--- config.mk ---
export PLATFORM = sky130hd
export DESIGN_NAME = adcp_top
export DESIGN_NICKNAME = d
export VERILOG_FILES = /design/src/adcp_pkg.sv /design/src/adcp_top.sv
export SDC_FILE = /design/constraint.sdc
export NUM_CORES = 1
export LEC_CHECK = 0
export BUFFER_PORTS_ARGS = -buffer_cell sky130_fd_sc_hd__buf_2
export CAP_MARGIN = 20
export CORE_MARGIN = 2
export CORE_UTILIZATION = 50
export CTS_CLUSTER_SIZE = 10
export DETAILED_ROUTE_END_ITERATION = 7
export GPL_TIMING_DRIVEN = 0
export PLACE_DENSITY = 0.74
export SLEW_MARGIN = 30
export SYNTH_ARGS = -nofsm -noshare
export SYNTH_HDL_FRONTEND = slang
export SYNTH_SLANG_ARGS = --single-unit
--- constraint.sdc ---
create_clock -name ref_clk -period 10.2 [get_ports ref_clk]
set_input_delay 0.51 -clock ref_clk [delete_from_list [all_inputs] [get_ports ref_clk]]
set_output_delay 0.51 -clock ref_clk [all_outputs]
set_load 0.01 [all_outputs]
--- src/adcp_pkg.sv ---
package adcp_pkg;

  // Clock rate and serial clock minimum periods per divider code
  localparam int ADCP_CLK_MHZ = 20;
  localparam int ADCP_SCLK_NS_0 = 25;
  localparam int ADCP_SCLK_NS_1 = 50;
  localparam int ADCP_SCLK_NS_2 = 100;
  localparam int ADCP_SCLK_NS_3 = 200;
  // Least periods round up to whole reference cycles
  localparam int ADCP_PER_0 = (ADCP_SCLK_NS_0 * ADCP_CLK_MHZ + 999) / 1000;
  localparam int ADCP_PER_1 = (ADCP_SCLK_NS_1 * ADCP_CLK_MHZ + 999) / 1000;
  localparam int ADCP_PER_2 = (ADCP_SCLK_NS_2 * ADCP_CLK_MHZ + 999) / 1000;
  localparam int ADCP_PER_3 = (ADCP_SCLK_NS_3 * ADCP_CLK_MHZ + 999) / 1000;
  // Half periods, never below one cycle
  localparam int ADCP_HALF_0 = (ADCP_PER_0 < 2) ? 1 : (ADCP_PER_0 + 1) / 2;
  localparam int ADCP_HALF_1 = (ADCP_PER_1 < 2) ? 1 : (ADCP_PER_1 + 1) / 2;
  localparam int ADCP_HALF_2 = (ADCP_PER_2 < 2) ? 1 : (ADCP_PER_2 + 1) / 2;
  localparam int ADCP_HALF_3 = (ADCP_PER_3 < 2) ? 1 : (ADCP_PER_3 + 1) / 2;
  localparam logic [4:0] ADCP_LAST_BIT = 5'h1F;

  // Synchroniser lanes
  localparam int ADCP_NSYNC = 11;
  localparam int ADCP_SY_PAIR = 0;
  localparam int ADCP_SY_SWAP = 1;
  localparam int ADCP_SY_CHAN = 2;
  localparam int ADCP_SY_LP = 3;
  localparam int ADCP_SY_SER = 4;
  localparam int ADCP_SY_DIV0 = 5;
  localparam int ADCP_SY_DIV1 = 6;
  localparam int ADCP_SY_EXT = 7;
  localparam int ADCP_SY_INV = 8;
  localparam int ADCP_SY_RDC = 9;
  localparam int ADCP_SY_SCLK = 10;

  // Data bus pin roles in serial mode
  localparam int ADCP_PIN_DIV0 = 2;
  localparam int ADCP_PIN_DIV1 = 3;
  localparam int ADCP_PIN_EXT = 4;
  localparam int ADCP_PIN_INV = 6;
  localparam int ADCP_PIN_RDC = 7;
  localparam int ADCP_PIN_SERIAL_RESULT_OUTPUT = 8;
  localparam int ADCP_PIN_SCLK = 9;

  // Register map, byte addresses
  localparam logic [7:0] ADCP_REG_CTRL = 8'h00;
  localparam logic [7:0] ADCP_REG_STATUS = 8'h04;
  localparam logic [7:0] ADCP_REG_RES_A = 8'h08;
  localparam logic [7:0] ADCP_REG_RES_B = 8'h0C;
  localparam int ADCP_CTRL_START = 0;
  localparam int ADCP_STAT_BUSY = 0;
  localparam int ADCP_STAT_SHIFT = 1;
  localparam int ADCP_STAT_VALID = 2;
  localparam int ADCP_STAT_SERIAL = 3;
  localparam int ADCP_STAT_SLAVE = 4;

  typedef enum logic [1:0] {
    ADCP_S_IDLE = 2'b01,
    ADCP_S_CONV = 2'b10
  } adcp_fsm_t;

  typedef struct packed {
    logic cyc;
    logic stb;
    logic we;
    logic [7:0] adr;
    logic [3:0] sel;
    logic [31:0] dat;
  } adcp_wb_req_t;

  typedef struct packed {
    logic ack;
    logic [31:0] dat;
  } adcp_wb_rsp_t;

  typedef struct packed {
    logic done;
    logic [15:0] res_a;
    logic [15:0] res_b;
  } adcp_core_res_t;

  typedef struct packed {
    logic [ADCP_NSYNC-1:0] sync1;
    logic [ADCP_NSYNC-1:0] sync2;
    logic [ADCP_NSYNC-1:0] sync3;
    logic [ADCP_NSYNC-1:0] filt;
    adcp_fsm_t fsm;
    logic start;
    logic pair_sel;
    logic low_pwr;
    logic [15:0] res_a;
    logic [15:0] res_b;
    logic res_vld;
    logic [31:0] shreg;
    logic sh_act;
    logic [4:0] sh_cnt;
    logic [1:0] hc;
    logic sclk_raw;
    logic [15:0] d_out;
    logic [15:0] d_oe_n;
    logic ack;
    logic [31:0] dat;
  } adcp_state_t;

  localparam adcp_state_t ADCP_ST_RST = '{
    fsm: ADCP_S_IDLE, d_oe_n: 16'hFFFF, default: '0};

  // Half period of the internal serial clock for a divider code
  function automatic logic [1:0] adcp_half(input logic [1:0] code);
    case (code)
      2'h0: adcp_half = 2'(ADCP_HALF_0);
      2'h1: adcp_half = 2'(ADCP_HALF_1);
      2'h2: adcp_half = 2'(ADCP_HALF_2);
      default: adcp_half = 2'(ADCP_HALF_3);
    endcase
  endfunction

  // Serial word: selected channel first, MSB first
  function automatic logic [31:0] adcp_order(input logic [15:0] a,
                                             input logic [15:0] b,
                                             input logic a_first);
    adcp_order = a_first ? {a, b} : {b, a};
  endfunction

endpackage

--- src/adcp_top.sv ---
// Functional notes
// - Pair select low first pair, high second
// - Byte order select swaps result bytes in parallel mode
// - Parallel: channel select low B, high A
// - Serial: select high A first, else B
// - Low power select picks reduced power mode
// - Serial select low parallel, high serial port
// - Bus bits 0,1 high impedance in serial
// - Bus bits 2,3 become inputs in serial
// - Divider used only in master read-after-convert
// - Bus bit 4 becomes clock source input
// - Master mode drives internal serial clock out
// - Slave mode follows the external serial clock
// - Divider codes give 25/50/100/200 ns minimum
// - Read mode high shifts previous results early in master mode
// - 32-bit shift register, MSB first out
// - Slave output edge set by clock invert
//
// The address map and the Wishbone register port were chosen for this implementation.
`timescale 1ns/10ps
module adcp_top (
  // Clock and reset
  input wire logic ref_clk,
  input wire logic sys_rst,
  // Register bus
  input wire adcp_pkg::adcp_wb_req_t wb_req,
  output adcp_pkg::adcp_wb_rsp_t wb_rsp,
  // Static mode selects
  input wire logic input_pair_select,
  input wire logic byte_order_select,
  input wire logic channel_select,
  input wire logic low_power_select,
  input wire logic serial_parallel_select,
  // Shared data bus pins
  input wire logic [15:0] d_in,
  output logic [15:0] d_out,
  output logic [15:0] d_oe_n,
  // Converter core
  output logic conv_start,
  output logic conv_pair_sel,
  output logic conv_low_power,
  input wire adcp_pkg::adcp_core_res_t core_res
);
  import adcp_pkg::*;

  adcp_state_t st_r;
  adcp_state_t st_nxt;
  logic [ADCP_NSYNC-1:0] pins_sync;

  // Inputs from outside the clock domain
  assign pins_sync = {d_in[ADCP_PIN_SCLK], d_in[ADCP_PIN_RDC],
                      d_in[ADCP_PIN_INV], d_in[ADCP_PIN_EXT],
                      d_in[ADCP_PIN_DIV1], d_in[ADCP_PIN_DIV0],
                      serial_parallel_select, low_power_select,
                      channel_select, byte_order_select,
                      input_pair_select};

  // Next state
  always_comb begin
    logic ser;
    logic master;
    logic rdc;
    logic inv;
    logic act_edge;
    logic start_req;
    logic load_prev;
    logic load_new;
    logic [1:0] half;
    logic [15:0] word;
    ser = 1'b0;
    master = 1'b0;
    rdc = 1'b0;
    inv = 1'b0;
    act_edge = 1'b0;
    start_req = 1'b0;
    load_prev = 1'b0;
    load_new = 1'b0;
    half = 2'h0;
    word = 16'h0000;
    st_nxt = st_r;
    st_nxt.start = 1'b0;
    st_nxt.ack = 1'b0;
    // Three-stage synchronisers, change taken when stages 2 and 3 agree
    st_nxt.sync1 = pins_sync;
    st_nxt.sync2 = st_r.sync1;
    st_nxt.sync3 = st_r.sync2;
    for (int i = 0; i < ADCP_NSYNC; i++) begin
      if (st_r.sync2[i] == st_r.sync3[i]) begin
        st_nxt.filt[i] = st_r.sync3[i];
      end
    end
    // Mode decode
    ser = st_r.filt[ADCP_SY_SER];
    master = ~st_r.filt[ADCP_SY_EXT];
    rdc = st_r.filt[ADCP_SY_RDC];
    inv = st_r.filt[ADCP_SY_INV];
    // Divider only honoured in master read-after-convert
    if (master && !rdc) begin
      half = adcp_half({st_r.filt[ADCP_SY_DIV1],
                        st_r.filt[ADCP_SY_DIV0]});
    end else begin
      half = adcp_half(2'h0);
    end
    // Active external clock edge: rising, or falling when inverted
    act_edge = ser && !master && st_r.sh_act &&
               (st_nxt.filt[ADCP_SY_SCLK] != st_r.filt[ADCP_SY_SCLK]) &&
               (st_nxt.filt[ADCP_SY_SCLK] == ~inv);
    // Wishbone slave, one wait state, unmapped reads give zero
    if (wb_req.cyc && wb_req.stb && !st_r.ack) begin
      st_nxt.ack = 1'b1;
      st_nxt.dat = 32'h0000_0000;
      case (wb_req.adr)
        ADCP_REG_STATUS: begin
          st_nxt.dat[ADCP_STAT_BUSY] = (st_r.fsm == ADCP_S_CONV);
          st_nxt.dat[ADCP_STAT_SHIFT] = st_r.sh_act;
          st_nxt.dat[ADCP_STAT_VALID] = st_r.res_vld;
          st_nxt.dat[ADCP_STAT_SERIAL] = ser;
          st_nxt.dat[ADCP_STAT_SLAVE] = ~master;
        end
        ADCP_REG_RES_A: st_nxt.dat = {16'h0000, st_r.res_a};
        ADCP_REG_RES_B: st_nxt.dat = {16'h0000, st_r.res_b};
        default: st_nxt.dat = 32'h0000_0000;
      endcase
      if (wb_req.we && wb_req.adr == ADCP_REG_CTRL && wb_req.sel[0]) begin
        start_req = wb_req.dat[ADCP_CTRL_START];
      end
    end
    // Conversion sequence
    case (st_r.fsm)
      ADCP_S_IDLE: begin
        if (start_req) begin
          st_nxt.fsm = ADCP_S_CONV;
          st_nxt.start = 1'b1;
          st_nxt.pair_sel = st_r.filt[ADCP_SY_PAIR];
          st_nxt.low_pwr = st_r.filt[ADCP_SY_LP];
          load_prev = ser && master && rdc;
        end
      end
      ADCP_S_CONV: begin
        if (core_res.done) begin
          st_nxt.fsm = ADCP_S_IDLE;
          st_nxt.res_a = core_res.res_a;
          st_nxt.res_b = core_res.res_b;
          st_nxt.res_vld = 1'b1;
          load_new = ser && !(master && rdc);
        end
      end
      default: st_nxt.fsm = ADCP_S_IDLE;
    endcase
    // Serial shift register load and shifting
    if (load_prev || load_new) begin
      st_nxt.shreg = load_prev ?
        adcp_order(st_r.res_a, st_r.res_b, st_r.filt[ADCP_SY_CHAN]) :
        adcp_order(core_res.res_a, core_res.res_b,
                   st_r.filt[ADCP_SY_CHAN]);
      st_nxt.sh_act = 1'b1;
      st_nxt.sh_cnt = 5'h00;
      st_nxt.hc = 2'h0;
      st_nxt.sclk_raw = 1'b0;
    end else if (st_r.sh_act && master) begin
      // Internal clock: data advances on each falling phase
      if (st_r.hc == half - 2'h1) begin
        st_nxt.hc = 2'h0;
        st_nxt.sclk_raw = ~st_r.sclk_raw;
        if (st_r.sclk_raw) begin
          st_nxt.shreg = {st_r.shreg[30:0], 1'b0};
          if (st_r.sh_cnt == ADCP_LAST_BIT) begin
            st_nxt.sh_act = 1'b0;
          end else begin
            st_nxt.sh_cnt = st_r.sh_cnt + 5'h01;
          end
        end
      end else begin
        st_nxt.hc = st_r.hc + 2'h1;
      end
    end else if (act_edge) begin
      // External clock: chain input fills from the bottom
      st_nxt.shreg = {st_r.shreg[30:0], rdc};
      if (st_r.sh_cnt == ADCP_LAST_BIT) begin
        st_nxt.sh_act = 1'b0;
      end else begin
        st_nxt.sh_cnt = st_r.sh_cnt + 5'h01;
      end
    end
    // Data bus pins
    if (!ser) begin
      word = st_r.filt[ADCP_SY_CHAN] ? st_r.res_a : st_r.res_b;
      st_nxt.d_out = st_r.filt[ADCP_SY_SWAP] ?
                     {word[7:0], word[15:8]} : word;
      st_nxt.d_oe_n = 16'h0000;
    end else begin
      st_nxt.d_oe_n = 16'hFFFF;
      st_nxt.d_out = 16'h0000;
      st_nxt.d_oe_n[ADCP_PIN_SERIAL_RESULT_OUTPUT] = 1'b0;
      st_nxt.d_out[ADCP_PIN_SERIAL_RESULT_OUTPUT] = st_r.shreg[31];
      if (master) begin
        st_nxt.d_oe_n[ADCP_PIN_SCLK] = 1'b0;
        st_nxt.d_out[ADCP_PIN_SCLK] = st_r.sclk_raw ^ inv;
      end
    end
  end

  // State register
  always_ff @(posedge ref_clk or posedge sys_rst) begin
    if (sys_rst) begin
      st_r <= ADCP_ST_RST;
    end else begin
      st_r <= st_nxt;
    end
  end

  // Outputs, all from flip-flops
  assign wb_rsp = '{ack: st_r.ack, dat: st_r.dat};
  assign d_out = st_r.d_out;
  assign d_oe_n = st_r.d_oe_n;
  assign conv_start = st_r.start;
  assign conv_pair_sel = st_r.pair_sel;
  assign conv_low_power = st_r.low_pwr;
endmodule // adcp_top

==> qor.yml <==
clocking:
  root_buffer: "clkbuf_16"
  cts_setup_buffers: 0
  clockBufferDepth: 2
  clk_pin_slew_ns: 0.06
  cts_hold_buf: 0
  clk_latency_ns: 0.43
  post_cts_resized: 0
  cts.htree.levels: 4
  cts_buffers: 17
  cts.sinks: 159
  cts_tree: "done"
routing:
  viasPerCell: 5.26
  first_iter_violations: 382
  wl_per_cell_um: 18.4
  postRouteAntennaNets: 0
  firstDrtPassIters: 4
  drt_wl_total_um: 17700
  drc: 0
  vias: 5055
power_and_ir_drop:
  powerDensity_mw_per_mm2: 153
  ir_drop_mv: 0.140
  leakage_nw: 4.39
  finalPower_mw: 1.42
logic_synthesis:
  avgSynthCellArea_um2: 13.2
  yosysMostFrequentCell: "dfrtp_1"
  synth_seq_cells: 159
  syn_inst: 593
  synth_top_area_cell: "dfrtp_1"
  synth_common_cells: "dfrtp_1 (155), mux2_2 (71), buf_4 (66)"
  async_reset_ff_share_pct: 100
  synth_cell_types: 47
  ys_top_cells_by_area: "dfrtp_1 (50%), mux2_2 (10%), mux2i_1 (8.0%), buf_4 (6.3%), mux4_2 (4.9%)"
  yosys_warnings: 0
  synth-edff-count: 0
  synth_top_area_share_pct: 49.5
  yosys_most_used_dff: "dfrtp_1"
  synthesis.area_mm2: 0.00783
  synth-seq-area-share_pct: 50.9
cells_and_area:
  multi_input_area_mm2: 0.00322
  nets: 842
  ff_latch_area_mm2: 0.00398
  diodes: 0
  fillers: 1192
  synthToLayoutAreaGrowth_pct: 18.9
  finalNonFillerCells: 961
  drive_gt1_share_pct: 43.5
global_routing:
  grt_max_degree: 83
  antenna_found_initial: 0
  grt_pass1_vias: 5280
  grt_util_all_layers_pct: 22.4
  overflow: 0
  grt_pass1_wl_um: 28000
place:
  placed_cells: 929
  place_hpwl_um: 12700
  placement.io_buffers: 108
  gp_congestion: 0.814
critical_path:
  cp_max_fo: 10
  critical_path_arrival_ns: 3.07
  critPathRequiredTime_ns: 10.50
  path_cells: "inv_2, or3_4, nor4_4, buf_2, mux4_2, mux2_1"
  worst_path_largest_cell_delay_ns: 0.58
  crit_path_end_kind: "flip-flop"
  start_kind: "flip-flop"
  critical_path_class: "reg2reg"
  cp_slowest_cell: "dfrtp_1"
sta:
  fin_crit_sh_pct: 27.2
  finalHoldViolations: 0
  finalClockSkew_ns: 0.0130
  tightestPinTransition_ns: 0.794
  drv_slew: 0
  slew_headroom_pct: 47.1
  min_period_ns: 2.77
  fin_tns_setup_ns: 0
  fmax_mhz: 361
  rsz0062_at_grt: "false"
  finalSetupViolCount: 0
die:
  core_area_mm2: 0.0153
  io_pins: 171
  placement_rows: 45
  die_h_um: 129
  design.die.area_mm2: 0.0167
  fp.dieW_um: 129
  start_util_pct: 51.3
flow_run:
  cap_violations: 0
min_path:
  hp-class: "in2async"
status:
  outcome: "completed"
## metrics by stage
stage	worst slack [ns]	cell area (µm²)	hold slack [ns]	utilization (%)
global placement	3.95	8700	0.331	57.0
finish	7.43	9310	0.141	61.0
CTS	7.42	9310	0.171	61.0
detailed placement	7.29	8730	0.335	57.2
global route	7.33	9310	0.162	61.0
floorplan	5.41	7890	0.331	-
## routing by layer
layer,global-route usage (%),vias to the layer above,share of wire [%]
met5,0,-,0
met4,10.2,0,2.3
met3,4.58,26,5.7
met2,36.1,185,49
met1,29.4,2523,43
li1,-,2321,-
## cells by family (layout without fill, tap and decap cells)
logic type      after synthesis  count (layout)  synth area share [%]
simple gates                 82              82                  5.57
other cells                   1              17                0.0479
buf+inv                     103             244                  8.82
flops                       159             159                  50.9
mux                         182             182                  28.5
xor+xnor                      6               6                 0.671
fa+ha+maj                    13              13                  1.72
compound gates               47              47                  3.80
## path summary, 6_finish.rpt
kind | from | end | slack (ns) | cells past startpoint
min in group ref_clk | d_in[2] | st_nxt[171] | 0.18 | 1
max in group asynchronous | sys_rst | d_out[2] | 9.28 | 3
worst max register to register | st_r[148] | st_r[79] | 7.43 | 6
worst min register to register | st_nxt[169] | st_nxt[158] | 0.35 | 0
worst max-delay path | st_r[148] | st_r[79] | 7.43 | 6
worst min-delay path | sys_rst | st_nxt[166] | 0.14 | 2
## final cells by class
type	instances	area share (%)
buffer	95	7.09
clock buffer	21	5.05
clock inverter	11	1.17
inverter	8	0.403
multi-input combinational	347	34.6
sequential	159	42.8
tap	211	2.83
timing repair buffer	109	6.10
## state kept, by name (all words and copies together), names as in the netlist
signal / flops
wb_rsp: 17
st_nxt: 22
conv_low_power: 1
d_out: 16
d_oe_n: 3
st_r: 98
conv_pair_sel: 1
conv_start: 1
## cells in the final DEF (no fill, tap or decap), drive strengths merged, types with 4 or more instances in the layout
cell      Yosys  final
conb          1     17
dfrtp       155    155
mux2         97     97
clkbuf       12     33
o21ai        20     20
mux4         21     21
nor2         26     26
clkinv        0      4
xnor2         5      5
clkinvlp      0      4
a21oi         5      5
nand2        27     27
buf          83    192
nor3          4      4
a22oi        16     16
inv           8     10
maj3         11     11
mux2i        64     64
dfstp         4      4
## where the power goes
part	switching [mW]	total, mW	internal (mW)
registers	0.0142	0.665	0.651
clock network	0.257	0.614	0.357
logic	0.0738	0.145	0.0715
## worst max-delay path, delay by kind of cell (launching register included)
family	cells	cell delay, ns
buf+inv	2	0.54
flops	1	0.58
mux	2	0.68
simple gates	2	0.84
No activity file was read; power rests on OpenSTA's default activity.
